<file path="config.mk">
export PLATFORM = sky130hd
export DESIGN_NAME = bla_core
export DESIGN_NICKNAME = d
export VERILOG_FILES = /design/src/rtl/bla_pkg.sv /design/src/rtl/bla_core.sv
export SDC_FILE = /design/constraint.sdc
export NUM_CORES = 1
export LEC_CHECK = 0
export BUFFER_PORTS_ARGS = -buffer_cell sky130_fd_sc_hd__buf_2
export CORE_MARGIN = 2
export CORE_UTILIZATION = 41
export CTS_CLUSTER_SIZE = 40
export DETAILED_ROUTE_END_ITERATION = 6
export PLACE_DENSITY_LB_ADDON = 0.2
export REMOVE_ABC_BUFFERS = 1
export SYNTH_ARGS = -nofsm -noshare
export SYNTH_HDL_FRONTEND = slang
export SYNTH_SLANG_ARGS = --single-unit
</file>
<file path="constraint.sdc">
create_clock -name pclk -period 4.8 [get_ports pclk]
set_clock_uncertainty 0.2 [all_clocks]
set_input_delay 0.48 -clock pclk [delete_from_list [all_inputs] [get_ports pclk]]
set_output_delay 0.48 -clock pclk [all_outputs]
set_load 0.05 [all_outputs]
</file>
<file path="src/rtl/bla_pkg.sv">
// package of the byte logic / compare / increment execution group
// assumes an apb3 master on pclk and software that supplies the memory byte
// How it works
// - or: accumulator gets accumulator or operand
// - f6 plus immediate is or-immediate; b6 is or with pointer_pair byte
// - or flags: s and z from result; h, n, c cleared; p/v cleared
// - xor: accumulator gets accumulator xor operand
// - ee plus immediate is xor-immediate; ae is xor with pointer_pair byte
// - xor flags: p/v on even parity; h, n, c cleared; s, z from result
// - compare_instr subtracts only for flags; accumulator kept
// - fe plus immediate compares immediate; be compares pointer_pair byte
// - compare flags: z equal, n set, c borrow, h nibble borrow, v, s
// - prefix dd or fd picks index register; opcode then signed displacement
// - register codes 000 to 101 general registers; 111 the accumulator
// - register increment adds one and writes back to that register
// - increment flags: h nibble carry, n cleared, c kept, v on 7f
// - opcode 34 increments the pointer_pair memory byte in place
// - memory increment: v exactly on fetched 7f; c kept
package bla_pkg;
    // ****************
    // register map
    // ****************
    localparam logic [7:0] OFF_INSTR = 8'h00;
    localparam logic [7:0] OFF_GPR_LO = 8'h04;
    localparam logic [7:0] OFF_GPR_HI = 8'h08;
    localparam logic [7:0] OFF_FLAGS = 8'h0c;
    localparam logic [7:0] OFF_MEM = 8'h10;
    localparam logic [7:0] OFF_INDEX = 8'h14;
    localparam logic [7:0] OFF_STATUS = 8'h18;
    // ****************
    // opcodes and codes
    // ****************
    localparam logic [7:0] OP_OR_IMM = 8'hf6;
    localparam logic [7:0] OP_XOR_IMM = 8'hee;
    localparam logic [7:0] OP_CMP_IMM = 8'hfe;
    localparam logic [7:0] OP_PFX_FIRST = 8'hdd;
    localparam logic [7:0] OP_PFX_SECOND = 8'hfd;
    localparam logic [1:0] GRP_ALU = 2'h2;
    localparam logic [1:0] GRP_IMM = 2'h3;
    localparam logic [1:0] GRP_INC = 2'h0;
    localparam logic [2:0] LOW_INC = 3'h4;
    localparam logic [2:0] LOW_IMM = 3'h6;
    localparam logic [2:0] FN_OR = 3'h6;
    localparam logic [2:0] FN_XOR = 3'h5;
    localparam logic [2:0] FN_CMP = 3'h7;
    localparam logic [2:0] RC_MEM = 3'h6;
    localparam logic [2:0] RC_ACC = 3'h7;
    localparam logic [2:0] RC_H = 3'h4;
    localparam logic [2:0] RC_L = 3'h5;
    localparam logic [7:0] INC_OVF_VAL = 8'h7f;
    localparam logic [3:0] NIB_FULL = 4'hf;
    // ****************
    // flag positions
    // ****************
    localparam int F_S = 7;
    localparam int F_Z = 6;
    localparam int F_H = 4;
    localparam int F_V = 2;
    localparam int F_N = 1;
    localparam int F_C = 0;

    typedef struct packed {
        logic pready;
        logic pslverr;
        logic [31:0] prdata;
        logic [23:0] instr;
        logic go;
        logic [7:0][7:0] gpr;
        logic [7:0] flags;
        logic [7:0] mem;
        logic [15:0] ix;
        logic [15:0] iy;
        logic illegal;
        logic mem_rd;
        logic mem_wr;
        logic [15:0] addr;
    } bla_state_t;
endpackage : bla_pkg

</file>
<file path="src/rtl/bla_core.sv">
// execution group: or, xor, compare and increment over an apb3 register file
// assumes software loads operands, the memory byte and the instruction bytes
//
// Our own choices: the address map and the APB interface to the registers.
`timescale 1ns/1ps
module bla_core (
    // clock and reset
    input wire logic pclk,
    input wire logic presetn,
    // apb3 slave
    input wire logic psel,
    input wire logic penable,
    input wire logic pwrite,
    input wire logic [7:0] paddr,
    input wire logic [31:0] pwdata,
    output logic [31:0] prdata,
    output logic pready,
    output logic pslverr
);
    bla_pkg::bla_state_t q;
    bla_pkg::bla_state_t d;

    // ****************
    // decode
    // ****************
    logic [7:0] b0, b1, b2, op, src, res, acc;
    logic pfx, is_alu, is_imm, is_inc, bad;
    logic [2:0] fn, rc;
    logic [8:0] diff;
    logic [15:0] eaddr;

    assign b0 = q.instr[7:0];
    assign b1 = q.instr[15:8];
    assign b2 = q.instr[23:16];
    assign acc = q.gpr[bla_pkg::RC_ACC];
    assign pfx = (b0 == bla_pkg::OP_PFX_FIRST) || (b0 == bla_pkg::OP_PFX_SECOND);
    assign op = pfx ? b1 : b0;
    assign fn = op[5:3];
    assign is_imm = !pfx && (op == bla_pkg::OP_OR_IMM || op == bla_pkg::OP_XOR_IMM
        || op == bla_pkg::OP_CMP_IMM);
    assign is_alu = op[7:6] == bla_pkg::GRP_ALU
        && (fn == bla_pkg::FN_OR || fn == bla_pkg::FN_XOR || fn == bla_pkg::FN_CMP);
    assign is_inc = op[7:6] == bla_pkg::GRP_INC && op[2:0] == bla_pkg::LOW_INC;
    assign rc = is_inc ? op[5:3] : op[2:0];
    // index forms only for the memory-operand or, xor and compare; indexed increment is not served
    assign bad = !(is_imm || is_alu || is_inc) || (pfx && !(is_alu && rc == bla_pkg::RC_MEM));
    // d sign-extended onto the chosen index register
    assign eaddr = !pfx ? {q.gpr[bla_pkg::RC_H], q.gpr[bla_pkg::RC_L]}
        : (b0 == bla_pkg::OP_PFX_SECOND ? q.iy : q.ix) + {{8{b2[7]}}, b2};
    assign src = is_imm ? b1 : (rc == bla_pkg::RC_MEM ? q.mem : q.gpr[rc]);
    assign diff = {1'b0, acc} - {1'b0, src};

    always_comb begin
        d = q;
        d.go = 1'b0;
        res = 8'h00;
        // ****************
        // apb slave
        // ****************
        d.pready = psel && penable && !q.pready;
        d.pslverr = 1'b0;
        if (psel && penable && !q.pready) begin
            d.prdata = 32'h0000_0000;
            case (paddr)
                bla_pkg::OFF_INSTR: d.prdata = {8'h00, q.instr};
                bla_pkg::OFF_GPR_LO: d.prdata = {q.gpr[3], q.gpr[2], q.gpr[1], q.gpr[0]};
                bla_pkg::OFF_GPR_HI: d.prdata = {q.gpr[7], 8'h00, q.gpr[5], q.gpr[4]};
                bla_pkg::OFF_FLAGS: d.prdata = {24'h000000, q.flags};
                bla_pkg::OFF_MEM: d.prdata = {24'h000000, q.mem};
                bla_pkg::OFF_INDEX: d.prdata = {q.iy, q.ix};
                bla_pkg::OFF_STATUS: d.prdata = {q.addr, 13'h0000, q.mem_wr, q.mem_rd, q.illegal};
                default: d.pslverr = 1'b1;
            endcase
        end
        if (psel && penable && q.pready && pwrite) begin
            case (paddr)
                bla_pkg::OFF_INSTR: begin
                    d.instr = pwdata[23:0];
                    d.go = 1'b1;
                end
                bla_pkg::OFF_GPR_LO: begin
                    d.gpr[0] = pwdata[7:0];
                    d.gpr[1] = pwdata[15:8];
                    d.gpr[2] = pwdata[23:16];
                    d.gpr[3] = pwdata[31:24];
                end
                bla_pkg::OFF_GPR_HI: begin
                    d.gpr[4] = pwdata[7:0];
                    d.gpr[5] = pwdata[15:8];
                    d.gpr[7] = pwdata[31:24];
                end
                bla_pkg::OFF_FLAGS: d.flags = pwdata[7:0];
                bla_pkg::OFF_MEM: d.mem = pwdata[7:0];
                bla_pkg::OFF_INDEX: begin
                    d.ix = pwdata[15:0];
                    d.iy = pwdata[31:16];
                end
                default: d.flags = q.flags;
            endcase
        end
        // ****************
        // execute, one cycle after the instruction write
        // ****************
        if (q.go) begin
            d.illegal = bad;
            d.mem_rd = !bad && !is_imm && rc == bla_pkg::RC_MEM;
            d.mem_wr = !bad && is_inc && rc == bla_pkg::RC_MEM;
            d.addr = eaddr;
            if (!bad && is_inc) begin
                res = src + 8'h01;
                if (rc == bla_pkg::RC_MEM) begin
                    d.mem = res;
                end else begin
                    d.gpr[rc] = res;
                end
                d.flags[bla_pkg::F_S] = res[7];
                d.flags[bla_pkg::F_Z] = res == 8'h00;
                d.flags[bla_pkg::F_H] = src[3:0] == bla_pkg::NIB_FULL;
                d.flags[bla_pkg::F_V] = src == bla_pkg::INC_OVF_VAL;
                d.flags[bla_pkg::F_N] = 1'b0;
            end else if (!bad) begin
                case (fn)
                    bla_pkg::FN_OR: begin
                        res = acc | src;
                        d.gpr[bla_pkg::RC_ACC] = res;
                        d.flags[bla_pkg::F_V] = 1'b0;
                    end
                    bla_pkg::FN_XOR: begin
                        res = acc ^ src;
                        d.gpr[bla_pkg::RC_ACC] = res;
                        d.flags[bla_pkg::F_V] = ~^res;
                    end
                    default: begin
                        res = diff[7:0];
                        d.flags[bla_pkg::F_V] = (acc[7] != src[7]) && (res[7] != acc[7]);
                    end
                endcase
                d.flags[bla_pkg::F_S] = res[7];
                d.flags[bla_pkg::F_Z] = res == 8'h00;
                d.flags[bla_pkg::F_H] = fn == bla_pkg::FN_CMP && acc[3:0] < src[3:0];
                d.flags[bla_pkg::F_N] = fn == bla_pkg::FN_CMP;
                d.flags[bla_pkg::F_C] = fn == bla_pkg::FN_CMP && diff[8];
            end
        end
    end

    always_ff @(posedge pclk or negedge presetn) begin
        if (!presetn) begin
            q <= '0;
        end else begin
            q <= d;
        end
    end

    assign prdata = q.prdata;
    assign pready = q.pready;
    assign pslverr = q.pslverr;

    // ****************
    // checks
    // ****************
    logic [7:0] q_acc;
    assign q_acc = q.gpr[bla_pkg::RC_ACC];

    property p_or_acc;
        @(posedge pclk) disable iff (!presetn)
        q.go && !bad && !is_inc && fn == bla_pkg::FN_OR |=> q_acc == ($past(acc) | $past(src));
    endproperty
    a_or_acc: assert property (p_or_acc) else $error("or result wrong");
    property p_or_imm;
        @(posedge pclk) disable iff (!presetn)
        q.go && b0 == bla_pkg::OP_OR_IMM |=> q_acc == ($past(acc) | $past(b1)) && !q.illegal;
    endproperty
    a_or_imm: assert property (p_or_imm) else $error("or immediate decode wrong");
    property p_logic_flags;
        @(posedge pclk) disable iff (!presetn)
        q.go && !bad && !is_inc && fn != bla_pkg::FN_CMP
        |=> !q.flags[bla_pkg::F_C] && !q.flags[bla_pkg::F_N] && !q.flags[bla_pkg::F_H]
            && q.flags[bla_pkg::F_Z] == (q_acc == 8'h00) && q.flags[bla_pkg::F_S] == q_acc[7];
    endproperty
    a_logic_flags: assert property (p_logic_flags) else $error("logic flags wrong");
    property p_xor_imm;
        @(posedge pclk) disable iff (!presetn)
        q.go && b0 == bla_pkg::OP_XOR_IMM
        |=> q_acc == ($past(acc) ^ $past(b1)) && q.flags[bla_pkg::F_V] == ~^q_acc;
    endproperty
    a_xor_imm: assert property (p_xor_imm) else $error("xor immediate wrong");
    property p_cmp_keep;
        @(posedge pclk) disable iff (!presetn)
        q.go && !bad && !is_inc && fn == bla_pkg::FN_CMP
        |=> q_acc == $past(acc) && q.flags[bla_pkg::F_N]
            && q.flags[bla_pkg::F_Z] == ($past(acc) == $past(src))
            && q.flags[bla_pkg::F_C] == ($past(acc) < $past(src));
    endproperty
    a_cmp_keep: assert property (p_cmp_keep) else $error("compare wrong");
    property p_index_addr;
        @(posedge pclk) disable iff (!presetn)
        q.go && b0 == bla_pkg::OP_PFX_FIRST && !bad
        |=> q.addr == $past(q.ix) + {{8{$past(b2[7])}}, $past(b2)} && q.mem_rd;
    endproperty
    a_index_addr: assert property (p_index_addr) else $error("indexed address wrong");
    property p_inc_reg;
        @(posedge pclk) disable iff (!presetn)
        q.go && !bad && is_inc && rc != bla_pkg::RC_MEM
        |=> q.gpr[$past(rc)] == $past(src) + 8'h01 && q.flags[bla_pkg::F_C] == $past(q.flags[bla_pkg::F_C])
            && !q.flags[bla_pkg::F_N];
    endproperty
    a_inc_reg: assert property (p_inc_reg) else $error("register increment wrong");
    property p_inc_mem;
        @(posedge pclk) disable iff (!presetn)
        q.go && !bad && is_inc && rc == bla_pkg::RC_MEM
        |=> q.mem == $past(q.mem) + 8'h01 && q.mem_wr
            && q.flags[bla_pkg::F_V] == ($past(q.mem) == bla_pkg::INC_OVF_VAL);
    endproperty
    a_inc_mem: assert property (p_inc_mem) else $error("memory increment wrong");
    property p_apb_ready;
        @(posedge pclk) disable iff (!presetn)
        psel && penable && !pready |=> pready ##1 !pready;
    endproperty
    a_apb_ready: assert property (p_apb_ready) else $error("apb ready timing wrong");

    // ****************
    // operand forms and flag details
    // ****************
    property p_or_mem;
        @(posedge pclk) disable iff (!presetn)
        q.go && !pfx && op == {bla_pkg::GRP_ALU, bla_pkg::FN_OR, bla_pkg::RC_MEM}
        |=> q_acc == ($past(acc) | $past(q.mem)) && q.mem_rd;
    endproperty
    a_or_mem: assert property (p_or_mem) else $error("or memory form wrong");

    property p_or_pv;
        @(posedge pclk) disable iff (!presetn)
        q.go && !bad && !is_inc && fn == bla_pkg::FN_OR |=> !q.flags[bla_pkg::F_V];
    endproperty
    a_or_pv: assert property (p_or_pv) else $error("or parity flag wrong");

    property p_xor_acc;
        @(posedge pclk) disable iff (!presetn)
        q.go && !bad && !is_inc && fn == bla_pkg::FN_XOR |=> q_acc == ($past(acc) ^ $past(src));
    endproperty
    a_xor_acc: assert property (p_xor_acc) else $error("xor result wrong");

    property p_xor_mem;
        @(posedge pclk) disable iff (!presetn)
        q.go && !pfx && op == {bla_pkg::GRP_ALU, bla_pkg::FN_XOR, bla_pkg::RC_MEM}
        |=> q_acc == ($past(acc) ^ $past(q.mem)) && q.mem_rd;
    endproperty
    a_xor_mem: assert property (p_xor_mem) else $error("xor memory form wrong");

    property p_xor_parity;
        @(posedge pclk) disable iff (!presetn)
        q.go && !bad && !is_inc && fn == bla_pkg::FN_XOR |=> q.flags[bla_pkg::F_V] == ~^q_acc;
    endproperty
    a_xor_parity: assert property (p_xor_parity) else $error("xor parity wrong");

    property p_cmp_imm;
        @(posedge pclk) disable iff (!presetn)
        q.go && b0 == bla_pkg::OP_CMP_IMM
        |=> q_acc == $past(acc) && q.flags[bla_pkg::F_Z] == ($past(acc) == $past(b1)) && !q.illegal;
    endproperty
    a_cmp_imm: assert property (p_cmp_imm) else $error("compare immediate wrong");

    property p_cmp_mem;
        @(posedge pclk) disable iff (!presetn)
        q.go && !pfx && op == {bla_pkg::GRP_ALU, bla_pkg::FN_CMP, bla_pkg::RC_MEM}
        |=> q.mem_rd && q.flags[bla_pkg::F_Z] == ($past(acc) == $past(q.mem));
    endproperty
    a_cmp_mem: assert property (p_cmp_mem) else $error("compare memory form wrong");

    property p_cmp_h;
        @(posedge pclk) disable iff (!presetn)
        q.go && !bad && !is_inc && fn == bla_pkg::FN_CMP
        |=> q.flags[bla_pkg::F_H] == ($past(acc[3:0]) < $past(src[3:0]));
    endproperty
    a_cmp_h: assert property (p_cmp_h) else $error("compare nibble borrow wrong");

    property p_cmp_sv;
        @(posedge pclk) disable iff (!presetn)
        q.go && !bad && !is_inc && fn == bla_pkg::FN_CMP
        |=> q.flags[bla_pkg::F_S] == $past(diff[7])
            && q.flags[bla_pkg::F_V] == ($past(acc[7]) != $past(src[7]) && $past(diff[7]) != $past(acc[7]));
    endproperty
    a_cmp_sv: assert property (p_cmp_sv) else $error("compare sign or overflow wrong");

    property p_index_second;
        @(posedge pclk) disable iff (!presetn)
        q.go && b0 == bla_pkg::OP_PFX_SECOND && !bad
        |=> q.addr == $past(q.iy) + {{8{$past(b2[7])}}, $past(b2)} && q.mem_rd;
    endproperty
    a_index_second: assert property (p_index_second) else $error("second index address wrong");

    property p_index_inc_refused;
        @(posedge pclk) disable iff (!presetn)
        q.go && pfx && is_inc |=> q.illegal && !q.mem_wr;
    endproperty
    a_index_inc_refused: assert property (p_index_inc_refused) else $error("indexed increment served");

    property p_illegal_hold;
        @(posedge pclk) disable iff (!presetn)
        q.go && bad
        |=> q.illegal && q.flags == $past(q.flags) && q.gpr == $past(q.gpr) && q.mem == $past(q.mem);
    endproperty
    a_illegal_hold: assert property (p_illegal_hold) else $error("illegal opcode changed state");

    property p_acc_code;
        @(posedge pclk) disable iff (!presetn)
        q.go && !bad && is_inc && rc == bla_pkg::RC_ACC |=> q_acc == $past(acc) + 8'h01;
    endproperty
    a_acc_code: assert property (p_acc_code) else $error("accumulator code wrong");

    property p_inc_h;
        @(posedge pclk) disable iff (!presetn)
        q.go && !bad && is_inc
        |=> q.flags[bla_pkg::F_H] == ($past(src[3:0]) == bla_pkg::NIB_FULL) && !q.flags[bla_pkg::F_N];
    endproperty
    a_inc_h: assert property (p_inc_h) else $error("increment half carry wrong");

    property p_inc_v;
        @(posedge pclk) disable iff (!presetn)
        q.go && !bad && is_inc && rc != bla_pkg::RC_MEM
        |=> q.flags[bla_pkg::F_V] == ($past(src) == bla_pkg::INC_OVF_VAL);
    endproperty
    a_inc_v: assert property (p_inc_v) else $error("increment overflow wrong");

    property p_inc_mem_c;
        @(posedge pclk) disable iff (!presetn)
        q.go && !bad && is_inc && rc == bla_pkg::RC_MEM
        |=> q.flags[bla_pkg::F_C] == $past(q.flags[bla_pkg::F_C])
            && q.addr == $past({q.gpr[bla_pkg::RC_H], q.gpr[bla_pkg::RC_L]});
    endproperty
    a_inc_mem_c: assert property (p_inc_mem_c) else $error("memory increment carry or address wrong");

    property p_inc_opcode;
        @(posedge pclk) disable iff (!presetn)
        q.go && !pfx && op[7:6] == bla_pkg::GRP_INC && op[2:0] == bla_pkg::LOW_INC |=> !q.illegal;
    endproperty
    a_inc_opcode: assert property (p_inc_opcode) else $error("increment opcode refused");

    c_cmp: cover property (@(posedge pclk) disable iff (!presetn) q.go && !bad && fn == bla_pkg::FN_CMP);
    c_inc_mem: cover property (@(posedge pclk) disable iff (!presetn) q.go && !bad && is_inc && rc == bla_pkg::RC_MEM);
    c_index: cover property (@(posedge pclk) disable iff (!presetn) q.go && pfx && !bad);
    c_illegal: cover property (@(posedge pclk) disable iff (!presetn) q.go && bad);
endmodule : bla_core

</file>
==> metrics <==
status complete, no violations; critical-path cell list nand3_2 -> o31ai_1 -> o31ai_1 -> a211o_1 -> nor2_1 -> mux2i_2 -> nand2_1 -> xnor2_1 -> ha_1 -> a31oi_4 -> nand2_1 -> a311oi_2 -> a41oi_1 -> o221a_1 -> o41a_1 -> o21ai_1; Synth-to-Final Area Change 16.55%; Die W 172.0 um; Worst-Skew Late Latency 470 ps; Ports 79; WL/cell 26.39 um; most frequent cells in the layout 178 x dfrtp_1, 139 x nand2_1, 109 x mux2_2, 99 x nor2_1, 98 x buf_4; Largest stage delay, worst path 730 ps; DP Worst Slack -39.25 ps; crit path from b0[7]; Final Core Density 0.4857; final hold viol count 0; Synthesis Warnings 0; ys async rst share 1.000; number of routed nets with antenna violations 0; Vias/cell 6.059; die area 0.02960 mm2; maximum capacitance violations 0; H-tree depth 4; ys flop type dfrtp_1; Worst Hold Launch pwdata[22]; row count 61; P_leak 6.288 nW; Design Area, Final 0.01349 mm2; Reg2Reg Launch Point b0[7]; DRC 0; register area share after synthesis 0.3934; largest net degree at the start of global routing 91; signal arrival time at the worst endpoint 4770 ps; # nets final 1415; initial antenna violation count 1; mapped cell area 0.01158 mm2; worst endpoint required time 4990 ps; CTS root buffer clkbuf_16; worst-margin pin slew 811.1 ps; vias in the first global route 10100; total design power 0.003184 W; dpl hpwl 33530 um; area post-placement 0.01269 mm2; CTS tree built; hold depth 2; Core ar. 0.02778 mm2; clk buf depth 2; total wire length 45800 um; fin. max-slew vios 0; number of enable flip-flop cells after synthesis 0; pwr/cell area 236.0 mW/mm2; Hold Crit Class in -> reg; CP Max Fanout 7; gpl congestion 0.9985; slowest CP cell o31ai_1; hold_ws 71.16 ps; Worst VDD drop 0.0001801 V; #FFs+latches synth 182; period utilisation layout 0.9556; cell count after synthesis 1246; post-route setup slack 212.9 ps; Rel. slew slack 0.4593; Clock transition at path regs 90 ps; first-pass GRT wire length 67250 um; DR vias 10510; # setup viols final 0; First DRT Iteration DRCs 1073; FMAX 218.0 MHz; met2 usage 0.4996; layout cell share with drive strength beyond 1 0.2699; starting density of the core 0.4167; GRT busiest layer met2; Clock Sink Count 182; met3 GRT Util 0.06180; GR Overflow Total 0; M1 GR Usage 0.4379; Mean Syn Cell Area 9.292 um2; Synth cell types 84; Setup crit start kind register; Worst R2R Path Depth 16; commonest non-fill, non-tap cell in the layout dfrtp_1; Die Span Y 172.0 um; I/O Buffers 78; Final Critical Period 4587 ps; All-Layer GR Usage 0.3173; Crit Path Class reg -> reg; CTS buffer count 17; CP endpoint kind register; Initial DRT Pass Iterations 6
## critical path: cells and delay by family, from the launching register on
family,cells,cell delay (ps)
AND/OR/NAND/NOR,4,620
XOR/XNOR,1,100
AO/OA/AOI/OAI,9,2740
flip-flops,1,460
multiplexers,1,140
adder cells (fa/ha/maj),1,250
## cell usage after synthesis (4+ instances only)
master / count / area, um2
a21o_1: 8 / 60.06
a21oi_1: 88 / 440.4
a221oi_1: 30 / 262.8
a22o_1: 26 / 227.7
a22oi_1: 21 / 157.7
a31oi_1: 19 / 118.9
a41oi_1: 4 / 35.03
and3_1: 5 / 31.28
buf_1: 7 / 26.28
buf_2: 9 / 45.04
buf_4: 34 / 255.2
clkbuf_1: 54 / 202.7
dfrtp_1: 182 / 4554
ha_1: 26 / 325.3
inv_1: 34 / 127.6
mux2_2: 109 / 1227
mux2i_1: 44 / 440.4
nand2_1: 141 / 529.3
nand2b_1: 5 / 31.28
nand3_1: 18 / 90.09
nand3b_1: 4 / 30.03
nor2_1: 104 / 390.4
nor2b_1: 5 / 31.28
nor3_1: 23 / 115.1
nor4_1: 4 / 25.02
o21a_1: 5 / 37.54
o21ai_0: 84 / 420.4
o21ai_1: 7 / 35.03
o21bai_1: 7 / 52.55
o221ai_1: 9 / 78.83
o22ai_1: 11 / 68.82
o31ai_1: 9 / 67.56
or3_1: 5 / 31.28
xnor2_1: 24 / 210.2
xor2_1: 6 / 52.55
## state kept, by name, summed over array words and instances (netlist names)
register / flops
b2: 8
acc: 8
b1: 8
q: 116
pslverr: 1
prdata: 32
b0: 8
pready: 1
## kinds of logic (layout without fill, tap and decap cells)
logic type	count (synthesis)	in the layout	synth area share
simple gates	336	336	0.1279
flops	182	182	0.3934
fa+ha+maj	27	27	0.02983
buf+inv	139	249	0.05706
mux	155	155	0.1470
xor+xnor	31	31	0.02410
compound gates	376	376	0.2208
other cells	0	1	0
## final timing paths
path,slack (ps),endpoint
setup / recovery,210,q[65]
hold / removal,70,q[25]
setup reg to reg,210,q[65]
hold reg to reg,270,prdata[1]
max in group asynchronous,2820,b0[2]
min in group asynchronous,460,q[31]
## per-layer routing
metal	vias to the layer above	routed length, um
met1	5195	20340
met3	101	3301
li1	4766	-
met5	-	0
met2	451	20690
met4	0	1466
## metrics by stage
stage | setup TNS [ps] | cells
finish | 0 | 1735
global route | -101.6 | 1734
CTS | 0 | 1726
detailed placement | -39.25 | 1693
global placement | -74.36 | 1693
floorplan | -713.1 | 1142
## cell type report
cell class / count / area, um2
fillers: 2732 / 14290
repair buffers: 182 / 1212
diodes: 1 / 2.502
multi-input cells: 925 / 6514
clock inverters: 15 / 175.2
flip-flops and latches: 182 / 4559
clock buffers: 17 / 425.4
well taps: 378 / 473.0
inverters: 35 / 131.4
## power breakdown
part           internal [W]  switching, W
combinational     0.0000454      0.000111
clock              0.000706      0.000774
sequential          0.00154    0.00000828
## repair_timing
action                     CTS  global route
hold buffers                 1             0
pin swaps                    0             6
setup endpoints to repair    1             6
hold endpoints to repair    87             0
resized for setup            1            29
cloned                       0             1
buffers inserted             0             7
No activity file was read; power rests on OpenSTA's default activity.
